**src/pti_pkg.sv**
```systemverilog
// constants, types and register map of the test/indirect access register block
// Overview of operation
// - writing 1 to program strobe loads selected internal register from write value in test mode only, self-clears
// - test enable bit turns testability/configuration mode on or off; resets to 0
// - 5-bit fetch address selects the internal register copied into the results
// - 5-bit program address selects the internal register that takes the write value
// - low result holds narrow target from bit 0, or low 16 bits of wide target
// - high result is zero for narrow targets, upper bits for wide targets
// - write value register is 16-bit read/write, resets to 0, feeds program transfers
// - fast reset bit shortens software-reset interval from 256 ms to 10 us
// - heartbeat disable bit suppresses the signal quality test pulse; resets to 0
// - pll lock bit holds 10M receive pll on reference and blocks 10M receive
// - read-only polarity bit reads 0 normal, 1 reversed 10Base-T receive polarity
// - read-only 4-bit arbiter state field reads 1011 after reset
// - device answers only management frames carrying its configured 5-bit address
package pti_pkg;
  localparam logic [4:0] REG_ACCESS_CTL   = 5'h14;
  localparam logic [4:0] REG_RESULT_LOW   = 5'h15;
  localparam logic [4:0] REG_RESULT_HIGH  = 5'h16;
  localparam logic [4:0] REG_WRITE_VALUE  = 5'h17;
  localparam logic [4:0] REG_SPECIAL_CS   = 5'h1B;
  localparam logic [4:0] REG_TEST_RSVD    = 5'h1C;

  localparam int CTL_FETCH_BIT  = 15;
  localparam int CTL_PROG_BIT   = 14;
  localparam int CTL_TEST_BIT   = 10;
  localparam int CTL_FADDR_LSB  = 5;
  localparam int CTL_PADDR_LSB  = 0;
  localparam int SCS_FAST_BIT   = 12;
  localparam int SCS_HB_BIT     = 11;
  localparam int SCS_PLL_BIT    = 10;
  localparam int SCS_POL_BIT    = 4;
  localparam int SCS_ARB_LSB    = 0;

  localparam logic [3:0]  ARB_STATE_RST = 4'hB;
  localparam logic [15:0] WORD_RST      = 16'h0000;
  // internal targets 0x10..0x1F are 32 bits wide, the rest 16 bits
  localparam logic [31:0] TCR_WIDE_MAP  = 32'hFFFF_0000;

  localparam logic [4:0] PRE_LAST  = 5'h1F;
  localparam logic [1:0] OP_READ   = 2'h2;
  localparam logic [1:0] OP_WRITE  = 2'h1;

  localparam int MCLK_MHZ        = 200;
  localparam int SR_SLOW_MS      = 256;
  localparam int SR_FAST_US      = 10;
  localparam int SR_SLOW_CYC     = SR_SLOW_MS * 1000 * MCLK_MHZ;
  localparam int SR_FAST_CYC     = SR_FAST_US * MCLK_MHZ;
  localparam int SR_TMR_W        = 26;

  typedef enum logic [2:0] {
    MD_PRE, MD_ST, MD_OP, MD_ADDR, MD_TA, MD_DATA
  } pti_mdio_e;

  typedef struct packed {
    logic        en;
    logic [4:0]  addr;
    logic [15:0] data;
  } pti_wr_s;
endpackage

```
**src/pti_regs.sv**
```systemverilog
// management-interface register block: indirect test access and special control/status
`timescale 1ns/10ps
module pti_regs #(
  parameter int SLOW_CYC = pti_pkg::SR_SLOW_CYC
) (
  input  wire logic       mclk,
  input  wire logic       rst,
  input  wire logic       mdc,
  input  wire logic       mdio_i,
  output logic            mdio_o,
  output logic            mdio_oe_n,
  input  wire logic [4:0] device_bus_address,
  input  wire logic       polarity_reversed_in,
  input  wire logic [3:0] arbiter_state_in,
  input  wire logic       sqe_test_req,
  input  wire logic       soft_reset_start,
  output logic            test_mode,
  output logic            heartbeat_disable,
  output logic            pll_reference_lock,
  output logic            rx10_enable,
  output logic            sqe_test_pulse,
  output logic            soft_reset_busy
);
  function automatic logic is_wide(input logic [4:0] a);
    return pti_pkg::TCR_WIDE_MAP[a];
  endfunction

  // ---------------- serial management frame engine ----------------
  pti_pkg::pti_mdio_e st_q, st_d;
  logic [4:0]         cnt_q, cnt_d;
  logic [15:0]        sh_q, sh_d;
  logic [4:0]         regad_q, regad_d;
  logic               rd_op_q, rd_op_d;
  logic               match_q, match_d;
  logic               mo_q, mo_d;
  logic               oe_n_q, oe_n_d;
  logic               mdc_q;
  logic [4:0]         dev_addr_q;
  pti_pkg::pti_wr_s   wr_q, wr_d;
  logic [15:0]        rd_word;
  logic               mdc_rise;
  logic [1:0]         op_bits;

  assign mdc_rise = mdc & ~mdc_q;
  assign op_bits  = {sh_q[0], mdio_i};

  always_comb begin
    st_d    = st_q;
    cnt_d   = cnt_q;
    sh_d    = sh_q;
    regad_d = regad_q;
    rd_op_d = rd_op_q;
    match_d = match_q;
    mo_d    = mo_q;
    oe_n_d  = oe_n_q;
    wr_d    = '0;
    if (mdc_rise) begin
      unique case (st_q)
        pti_pkg::MD_PRE: begin
          if (mdio_i) begin
            cnt_d = (cnt_q == pti_pkg::PRE_LAST) ? cnt_q : cnt_q + 5'h01;
          end else begin
            // a zero after at least 31 ones is the first start bit
            if (cnt_q == pti_pkg::PRE_LAST) st_d = pti_pkg::MD_ST;
            cnt_d = '0;
          end
        end
        pti_pkg::MD_ST: begin
          st_d = mdio_i ? pti_pkg::MD_OP : pti_pkg::MD_PRE;
        end
        pti_pkg::MD_OP: begin
          sh_d  = {sh_q[14:0], mdio_i};
          cnt_d = cnt_q + 5'h01;
          if (cnt_q == 5'h01) begin
            cnt_d   = '0;
            rd_op_d = (op_bits == pti_pkg::OP_READ);
            st_d    = (op_bits == pti_pkg::OP_READ || op_bits == pti_pkg::OP_WRITE) ?
                      pti_pkg::MD_ADDR : pti_pkg::MD_PRE;
          end
        end
        pti_pkg::MD_ADDR: begin
          sh_d  = {sh_q[14:0], mdio_i};
          cnt_d = cnt_q + 5'h01;
          if (cnt_q == 5'h09) begin
            cnt_d   = '0;
            match_d = (sh_q[8:4] == dev_addr_q);
            regad_d = {sh_q[3:0], mdio_i};
            st_d    = pti_pkg::MD_TA;
          end
        end
        pti_pkg::MD_TA: begin
          if (cnt_q == 5'h00) begin
            cnt_d = 5'h01;
            if (rd_op_q && match_q) begin
              oe_n_d = 1'b0;
              mo_d   = 1'b0;
              sh_d   = rd_word;
            end
          end else begin
            cnt_d = '0;
            st_d  = pti_pkg::MD_DATA;
            mo_d  = sh_q[15];
            sh_d  = {sh_q[14:0], 1'b0};
          end
        end
        pti_pkg::MD_DATA: begin
          cnt_d = cnt_q + 5'h01;
          if (rd_op_q) begin
            mo_d = sh_q[15];
            sh_d = {sh_q[14:0], 1'b0};
          end else begin
            sh_d = {sh_q[14:0], mdio_i};
          end
          if (cnt_q == 5'h0F) begin
            st_d   = pti_pkg::MD_PRE;
            cnt_d  = '0;
            oe_n_d = 1'b1;
            mo_d   = 1'b0;
            if (!rd_op_q && match_q) begin
              wr_d.en   = 1'b1;
              wr_d.addr = regad_q;
              wr_d.data = {sh_q[14:0], mdio_i};
            end
          end
        end
        default: st_d = pti_pkg::MD_PRE;
      endcase
    end
  end

  always_ff @(posedge mclk) begin
    mdc_q <= mdc;
    if (rst) begin
      st_q       <= pti_pkg::MD_PRE;
      cnt_q      <= '0;
      sh_q       <= '0;
      regad_q    <= '0;
      rd_op_q    <= 1'b0;
      match_q    <= 1'b0;
      mo_q       <= 1'b0;
      oe_n_q     <= 1'b1;
      wr_q       <= '0;
      // address strap is caught while reset is held
      dev_addr_q <= device_bus_address;
    end else begin
      st_q    <= st_d;
      cnt_q   <= cnt_d;
      sh_q    <= sh_d;
      regad_q <= regad_d;
      rd_op_q <= rd_op_d;
      match_q <= match_d;
      mo_q    <= mo_d;
      oe_n_q  <= oe_n_d;
      wr_q    <= wr_d;
    end
  end

  assign mdio_o    = mo_q;
  assign mdio_oe_n = oe_n_q;

  // ---------------- register file ----------------
  logic        fetch_q, fetch_d, prog_q, prog_d, tmode_q, tmode_d;
  logic [4:0]  faddr_q, faddr_d, paddr_q, paddr_d;
  logic [15:0] res_lo_q, res_lo_d, res_hi_q, res_hi_d, wval_q, wval_d;
  logic [31:0] tcr_q [32];
  logic [31:0] tcr_d [32];
  logic        fast_q, fast_d, hb_q, hb_d, pll_q, pll_d, rx10_q, rx10_d;
  logic        pol_q, pol_d, sqe_q, sqe_d;
  logic [3:0]  arb_q, arb_d;
  logic [31:0] fetch_word;

  assign fetch_word = tcr_q[faddr_q];

  always_comb begin
    rd_word = '0;
    unique case (regad_q)
      pti_pkg::REG_ACCESS_CTL: begin
        rd_word[pti_pkg::CTL_FETCH_BIT] = fetch_q;
        rd_word[pti_pkg::CTL_PROG_BIT]  = prog_q;
        rd_word[pti_pkg::CTL_TEST_BIT]  = tmode_q;
        rd_word[pti_pkg::CTL_FADDR_LSB +: 5] = faddr_q;
        rd_word[pti_pkg::CTL_PADDR_LSB +: 5] = paddr_q;
      end
      pti_pkg::REG_RESULT_LOW:  rd_word = res_lo_q;
      pti_pkg::REG_RESULT_HIGH: rd_word = res_hi_q;
      pti_pkg::REG_WRITE_VALUE: rd_word = wval_q;
      pti_pkg::REG_SPECIAL_CS: begin
        rd_word[pti_pkg::SCS_FAST_BIT] = fast_q;
        rd_word[pti_pkg::SCS_HB_BIT]   = hb_q;
        rd_word[pti_pkg::SCS_PLL_BIT]  = pll_q;
        rd_word[pti_pkg::SCS_POL_BIT]  = pol_q;
        rd_word[pti_pkg::SCS_ARB_LSB +: 4] = arb_q;
      end
      default: rd_word = '0; // reserved test register and unmapped reads give zero
    endcase
  end

  always_comb begin
    fetch_d  = fetch_q;
    prog_d   = prog_q;
    tmode_d  = tmode_q;
    faddr_d  = faddr_q;
    paddr_d  = paddr_q;
    res_lo_d = res_lo_q;
    res_hi_d = res_hi_q;
    wval_d   = wval_q;
    tcr_d    = tcr_q;
    fast_d   = fast_q;
    hb_d     = hb_q;
    pll_d    = pll_q;
    // transfers only act in test mode; the strobe clears either way
    if (fetch_q) begin
      fetch_d = 1'b0;
      if (tmode_q) begin
        res_lo_d = fetch_word[15:0];
        res_hi_d = is_wide(faddr_q) ? fetch_word[31:16] : pti_pkg::WORD_RST;
      end
    end
    if (prog_q) begin
      prog_d = 1'b0;
      if (tmode_q) begin
        // wide targets take two programs: the earlier low half moves up
        tcr_d[paddr_q] = is_wide(paddr_q) ? {tcr_q[paddr_q][15:0], wval_q} :
                         {pti_pkg::WORD_RST, wval_q};
      end
    end
    if (wr_q.en) begin
      unique case (wr_q.addr)
        pti_pkg::REG_ACCESS_CTL: begin
          // a new strobe in the cycle of its self-clear wins
          if (wr_q.data[pti_pkg::CTL_FETCH_BIT]) fetch_d = 1'b1;
          if (wr_q.data[pti_pkg::CTL_PROG_BIT]) prog_d = 1'b1;
          tmode_d = wr_q.data[pti_pkg::CTL_TEST_BIT];
          faddr_d = wr_q.data[pti_pkg::CTL_FADDR_LSB +: 5];
          paddr_d = wr_q.data[pti_pkg::CTL_PADDR_LSB +: 5];
        end
        pti_pkg::REG_WRITE_VALUE: wval_d = wr_q.data;
        pti_pkg::REG_SPECIAL_CS: begin
          fast_d = wr_q.data[pti_pkg::SCS_FAST_BIT];
          hb_d   = wr_q.data[pti_pkg::SCS_HB_BIT];
          pll_d  = wr_q.data[pti_pkg::SCS_PLL_BIT];
        end
        default: ;
      endcase
    end
    rx10_d = ~pll_d;
    sqe_d  = sqe_test_req & ~hb_q;
    pol_d  = polarity_reversed_in;
    arb_d  = arbiter_state_in;
  end

  always_ff @(posedge mclk) begin
    if (rst) begin
      fetch_q  <= 1'b0;
      prog_q   <= 1'b0;
      tmode_q  <= 1'b0;
      faddr_q  <= '0;
      paddr_q  <= '0;
      res_lo_q <= pti_pkg::WORD_RST;
      res_hi_q <= pti_pkg::WORD_RST;
      wval_q   <= pti_pkg::WORD_RST;
      for (int i = 0; i < 32; i++) tcr_q[i] <= '0;
      fast_q   <= 1'b0;
      hb_q     <= 1'b0;
      pll_q    <= 1'b0;
      rx10_q   <= 1'b1;
      sqe_q    <= 1'b0;
      pol_q    <= 1'b0;
      arb_q    <= pti_pkg::ARB_STATE_RST;
    end else begin
      fetch_q  <= fetch_d;
      prog_q   <= prog_d;
      tmode_q  <= tmode_d;
      faddr_q  <= faddr_d;
      paddr_q  <= paddr_d;
      res_lo_q <= res_lo_d;
      res_hi_q <= res_hi_d;
      wval_q   <= wval_d;
      tcr_q    <= tcr_d;
      fast_q   <= fast_d;
      hb_q     <= hb_d;
      pll_q    <= pll_d;
      rx10_q   <= rx10_d;
      sqe_q    <= sqe_d;
      pol_q    <= pol_d;
      arb_q    <= arb_d;
    end
  end

  // ---------------- software-reset interval timer ----------------
  logic                         busy_q, busy_d;
  logic [pti_pkg::SR_TMR_W-1:0] tmr_q, tmr_d;

  always_comb begin
    busy_d = busy_q;
    tmr_d  = tmr_q;
    if (busy_q) begin
      if (tmr_q == '0) busy_d = 1'b0;
      else tmr_d = tmr_q - 26'h0000001;
    end else if (soft_reset_start) begin
      busy_d = 1'b1;
      tmr_d  = fast_q ? 26'(pti_pkg::SR_FAST_CYC - 1) : 26'(SLOW_CYC - 1);
    end
  end

  always_ff @(posedge mclk) begin
    if (rst) begin
      busy_q <= 1'b0;
      tmr_q  <= '0;
    end else begin
      busy_q <= busy_d;
      tmr_q  <= tmr_d;
    end
  end

  assign test_mode          = tmode_q;
  assign heartbeat_disable  = hb_q;
  assign pll_reference_lock = pll_q;
  assign rx10_enable        = rx10_q;
  assign sqe_test_pulse     = sqe_q;
  assign soft_reset_busy    = busy_q;

  // ---------------- checks ----------------
  localparam logic [25:0] FAST_LOAD_A = 26'(pti_pkg::SR_FAST_CYC - 1);

  fetch_clear_a: assert property (@(posedge mclk) disable iff (rst)
    fetch_q && !(wr_q.en && wr_q.addr == pti_pkg::REG_ACCESS_CTL) |=> !fetch_q)
    else $error("fetch strobe did not self-clear");
  prog_load_a: assert property (@(posedge mclk) disable iff (rst)
    prog_q && tmode_q && !is_wide(paddr_q) |=>
    tcr_q[$past(paddr_q)] == {16'h0000, $past(wval_q)})
    else $error("program did not load write value");
  fetch_low_a: assert property (@(posedge mclk) disable iff (rst)
    fetch_q && tmode_q |=> res_lo_q == $past(fetch_word[15:0]))
    else $error("low result mismatch");
  fetch_high_a: assert property (@(posedge mclk) disable iff (rst)
    fetch_q && tmode_q |=> res_hi_q == ($past(is_wide(faddr_q)) ? $past(fetch_word[31:16]) : 16'h0000))
    else $error("high result mismatch");
  reset_values_a: assert property (@(posedge mclk)
    $fell(rst) |-> arb_q == 4'hB && !tmode_q && wval_q == 16'h0000 && !hb_q)
    else $error("wrong value after reset");
  heartbeat_gate_a: assert property (@(posedge mclk) disable iff (rst)
    hb_q && sqe_test_req |=> !sqe_q)
    else $error("heartbeat pulse not suppressed");
  pll_block_a: assert property (@(posedge mclk) disable iff (rst)
    pll_q |-> !rx10_q)
    else $error("10M receive enabled while pll held on reference");
  fast_timer_a: assert property (@(posedge mclk) disable iff (rst)
    !busy_q && soft_reset_start && fast_q |=> busy_q ##0 tmr_q == FAST_LOAD_A)
    else $error("fast reset interval not loaded");
  addr_match_a: assert property (@(posedge mclk) disable iff (rst)
    !oe_n_q |-> match_q && rd_op_q)
    else $error("drove data line without address match");
endmodule

```
**config.mk**
```make
export PLATFORM = sky130hd
export DESIGN_NAME = pti_regs
export DESIGN_NICKNAME = d
export VERILOG_FILES = /design/src/pti_pkg.sv /design/src/pti_regs.sv
export SDC_FILE = /design/constraint.sdc
export NUM_CORES = 2
export LEC_CHECK = 0
export ABC_AREA = 1
export BUFFER_PORTS_ARGS = -buffer_cell sky130_fd_sc_hd__buf_2
export CAP_MARGIN = 20
export CELL_PAD_IN_SITES_DETAIL_PLACEMENT = 1
export CELL_PAD_IN_SITES_GLOBAL_PLACEMENT = 2
export CORE_ASPECT_RATIO = 0.75
export CORE_MARGIN = 2
export CORE_UTILIZATION = 35
export DETAILED_ROUTE_END_ITERATION = 16
export PLACE_DENSITY_LB_ADDON = 0.1
export SETUP_SLACK_MARGIN = 0.05
export SKIP_CTS_REPAIR_TIMING = 1
export SYNTH_ARGS = -nofsm -noshare
export SYNTH_HDL_FRONTEND = slang
export SYNTH_SLANG_ARGS = --single-unit
```
**constraint.sdc**
```tcl
create_clock -name mclk -period 2.6 [get_ports mclk]
set_clock_uncertainty 0.2 [all_clocks]
set_input_delay 0.39 -clock mclk [delete_from_list [all_inputs] [get_ports mclk]]
set_output_delay 0.39 -clock mclk [all_outputs]
set_load 0.01 [all_outputs]
```
==> metrics.cfg <==
[synthesis]
yosys-top-cells-area=dfxtp_1, nand2_1, a21oi_1
ys_seq_elements=1185
synth_top_area_frac=0.431
synth.distinct_cells=40
synthCells=8078
syn_avg_cell_area_um2=6.79
ys_seq_area_frac=0.433
synth_most_common_cell=nand2_1
synth_nets=8103
ys_warn_count=0
synth_edf_count=5
yosys.area.top_type=dfxtp_1
ys.flop_type=dfxtp_1
synth_area_mm2=0.0549
async_flop_share=0
synth_common_cells=nand2_1, a21oi_1, dfxtp_1

[place]
placed_cell_area_mm2=0.0595
hpwl_mm=150
io_buffers=23
place_congestion=0.825

[sta]
worstMarginPinSlew_ps=779
post-route-min-period_ps=2630
max_slew_margin=0.481
rsz0062_at_grt=true
setup_viol_count_final=25
timing.fmax_mhz=380
fin_setup_tns_ps=-323
hold_violations=0
min_period_over_period=1.01
setup_ws_ps=-33.2
slew_violations=0

[setup_path]
crit_top_cell=nand2_1
worstPathCellList=buf_4 -> nand2_1 -> nand2_1 -> nand2_1 -> nand3_1 -> nand2_1 -> nand2_1 -> nor2_1 -> nand2_1 -> nand2_1 -> buf_12 -> a21oi_1
start_kind=flop
crit_arrival_ps=3150
slowest_stage=buf_4
cp.buffers_inverters=2
cp.depth=12
cp_top_family=simple AND/OR/NAND/NOR gates
critical-path-max-stage-delay_ps=610
critical_path_required_ps=3110
path_max_fanout=42
critPathKind=flop to flop
rr_worst_depth=12
critPathCaptureType=flop

[clock_tree]
root_buffer=clkbuf_16
cts_buffers=134
clock-sinks=1185
cts_tree=done
clockBufferDepth=3
clk_latency_ps=810
clk_pin_slew_worst_paths_ps=60
htreeDepth=4

[global_routing]
overflow=0
antenna_found_initial=8
grt_pass1_wl_mm=377
grt_pass1_vias=56200
grt_max_degree=113
grt_usage=0.311

[route]
drt_iter0_markers=5638
ant_nets=0
routed_wl_mm=264
drc=0
post_drt_wl_per_cell_um=26.1
vias_per_cell=5.74
drt_pass1_iterations=6
vias=58000

[pwr]
max-vdd-ir-drop_mv=0.688
internal_power_mw=29.9
p_per_area_mw_per_mm2=596
p_sw_frac=0.229
switchingPower_mw=8.88
pwr-share-seq=0.471
p_leak_nw=25.2
power_frac_comb=0.020
p_clk_frac=0.510
power_mw=38.8

[outcome]
violations=setup timing
status=finished, violations left

[cells_and_area]
fill_cells=19200
drive_above_1_share=0.0935
fin_nets=7945
postLayoutCellArea_mm2=0.0650
syn_to_final_growth_pct=18.6

[die]
start_util=0.353
chipWidth_um=461
dieArea_mm2=0.160
die_height_um=347
coreArea_mm2=0.155
rows=125
ios=24

[worst_hold_path]
hp-class=input port to flop
holdPathStages=2

[run]
drv_cap=0

-- path summary, 6_finish.rpt --
path,from,to,slack [ps]
min,mdc,mdc_q,120
max,paddr_q[0],tcr_q[854],-30
max reg2reg,paddr_q[0],tcr_q[854],-30
min reg2reg,sh_q[13],wr_q[14],260
-- logic make-up after synthesis --
family / synth area share
AND/OR/NAND/NOR: 0.272
buffers and inverters: 0.0669
adder cells (fa/ha/maj): 0.00205
flip-flops: 0.433
AO/OA/AOI/OAI: 0.225
XOR/XNOR: 0.00144
-- stage by stage --
| step | instances | hold slack (ps) | utilization | setup WS (ps) |
|---|---|---|---|---|
| finish | 10100 | 123 | 0.419 | -33.2 |
| global route | 10100 | 110 | 0.419 | -98.3 |
| CTS | 10100 | -531 | 0.412 | -127 |
| detailed placement | 9822 | 245 | 0.383 | -95.6 |
| global placement | 9822 | 240 | 0.383 | -105 |
| floorplan | 8078 | 218 | - | 592 |
-- layout by cell type (no fill, tap or decap), types with 7 or more instances in the layout --
cell and instances:
nand2_4 9, or2_2 11, nor2_4 34, nand2_2 8, o21ai_1 52, bufinv_16 9
inv_6 10, nor3_4 8, inv_1 89, nand2_1 2425, a21oi_1 1228, nand3_1 853
clkbuf_16 158, nor2_2 9, clkbuf_1 34, nor3_1 11, ha_1 9, buf_4 192
nand4_1 22, o2111ai_1 8, nor2_1 154, clkbuf_8 26, clkinv_1 15, inv_2 9
buf_6 10, dfxtp_1 1173, dfxtp_4 7, buf_2 23, clkinv_2 15, dlygate4sd3_1 15
buf_12 183, o21ai_0 1150
-- flip-flops by register name (all words and copies together), names as in the netlist, 3 cells and up, named ones only --
name,count
arb_q,4
cnt_q,5
dev_addr_q,5
faddr_q,5
paddr_q,5
regad_q,5
res_hi_q,16
res_lo_q,16
sh_q,16
st_q,3
tcr_q,1024
tmr_q,26
wr_q,22
wval_q,16
-- area by class of cell --
type	count	area [µm²]	share of cell area
repair inverters	1	8.76	0.000135
inverters	124	551	0.00846
diodes	3	7.51	0.000115
flip-flops and latches	1185	23800	0.366
well taps	2095	2620	0.0403
clock buffers	201	4010	0.0617
clock inverters	33	423	0.00650
multi-input cells	6027	27600	0.424
repair buffers	447	6040	0.0928
-- routing by layer --
metal  routed length, µm  GRT usage
met4                7690     0.0956
met2              114000      0.472
met5                  22          0
met1              124000      0.457
met3               17500     0.0375
-- power by group through the flow --
stage / sequential [mW] / clock (mW) / combinational [mW]
global placement: 18.7 / 0 / 0.742
CTS: 18.3 / 20.1 / 0.750
global route: 18.3 / 20.9 / 0.850
floorplan: 18.7 / 0 / 0.466
finish: 18.3 / 19.8 / 0.772
detailed placement: 18.7 / 0 / 0.749
(Power assumes the default switching activity.)
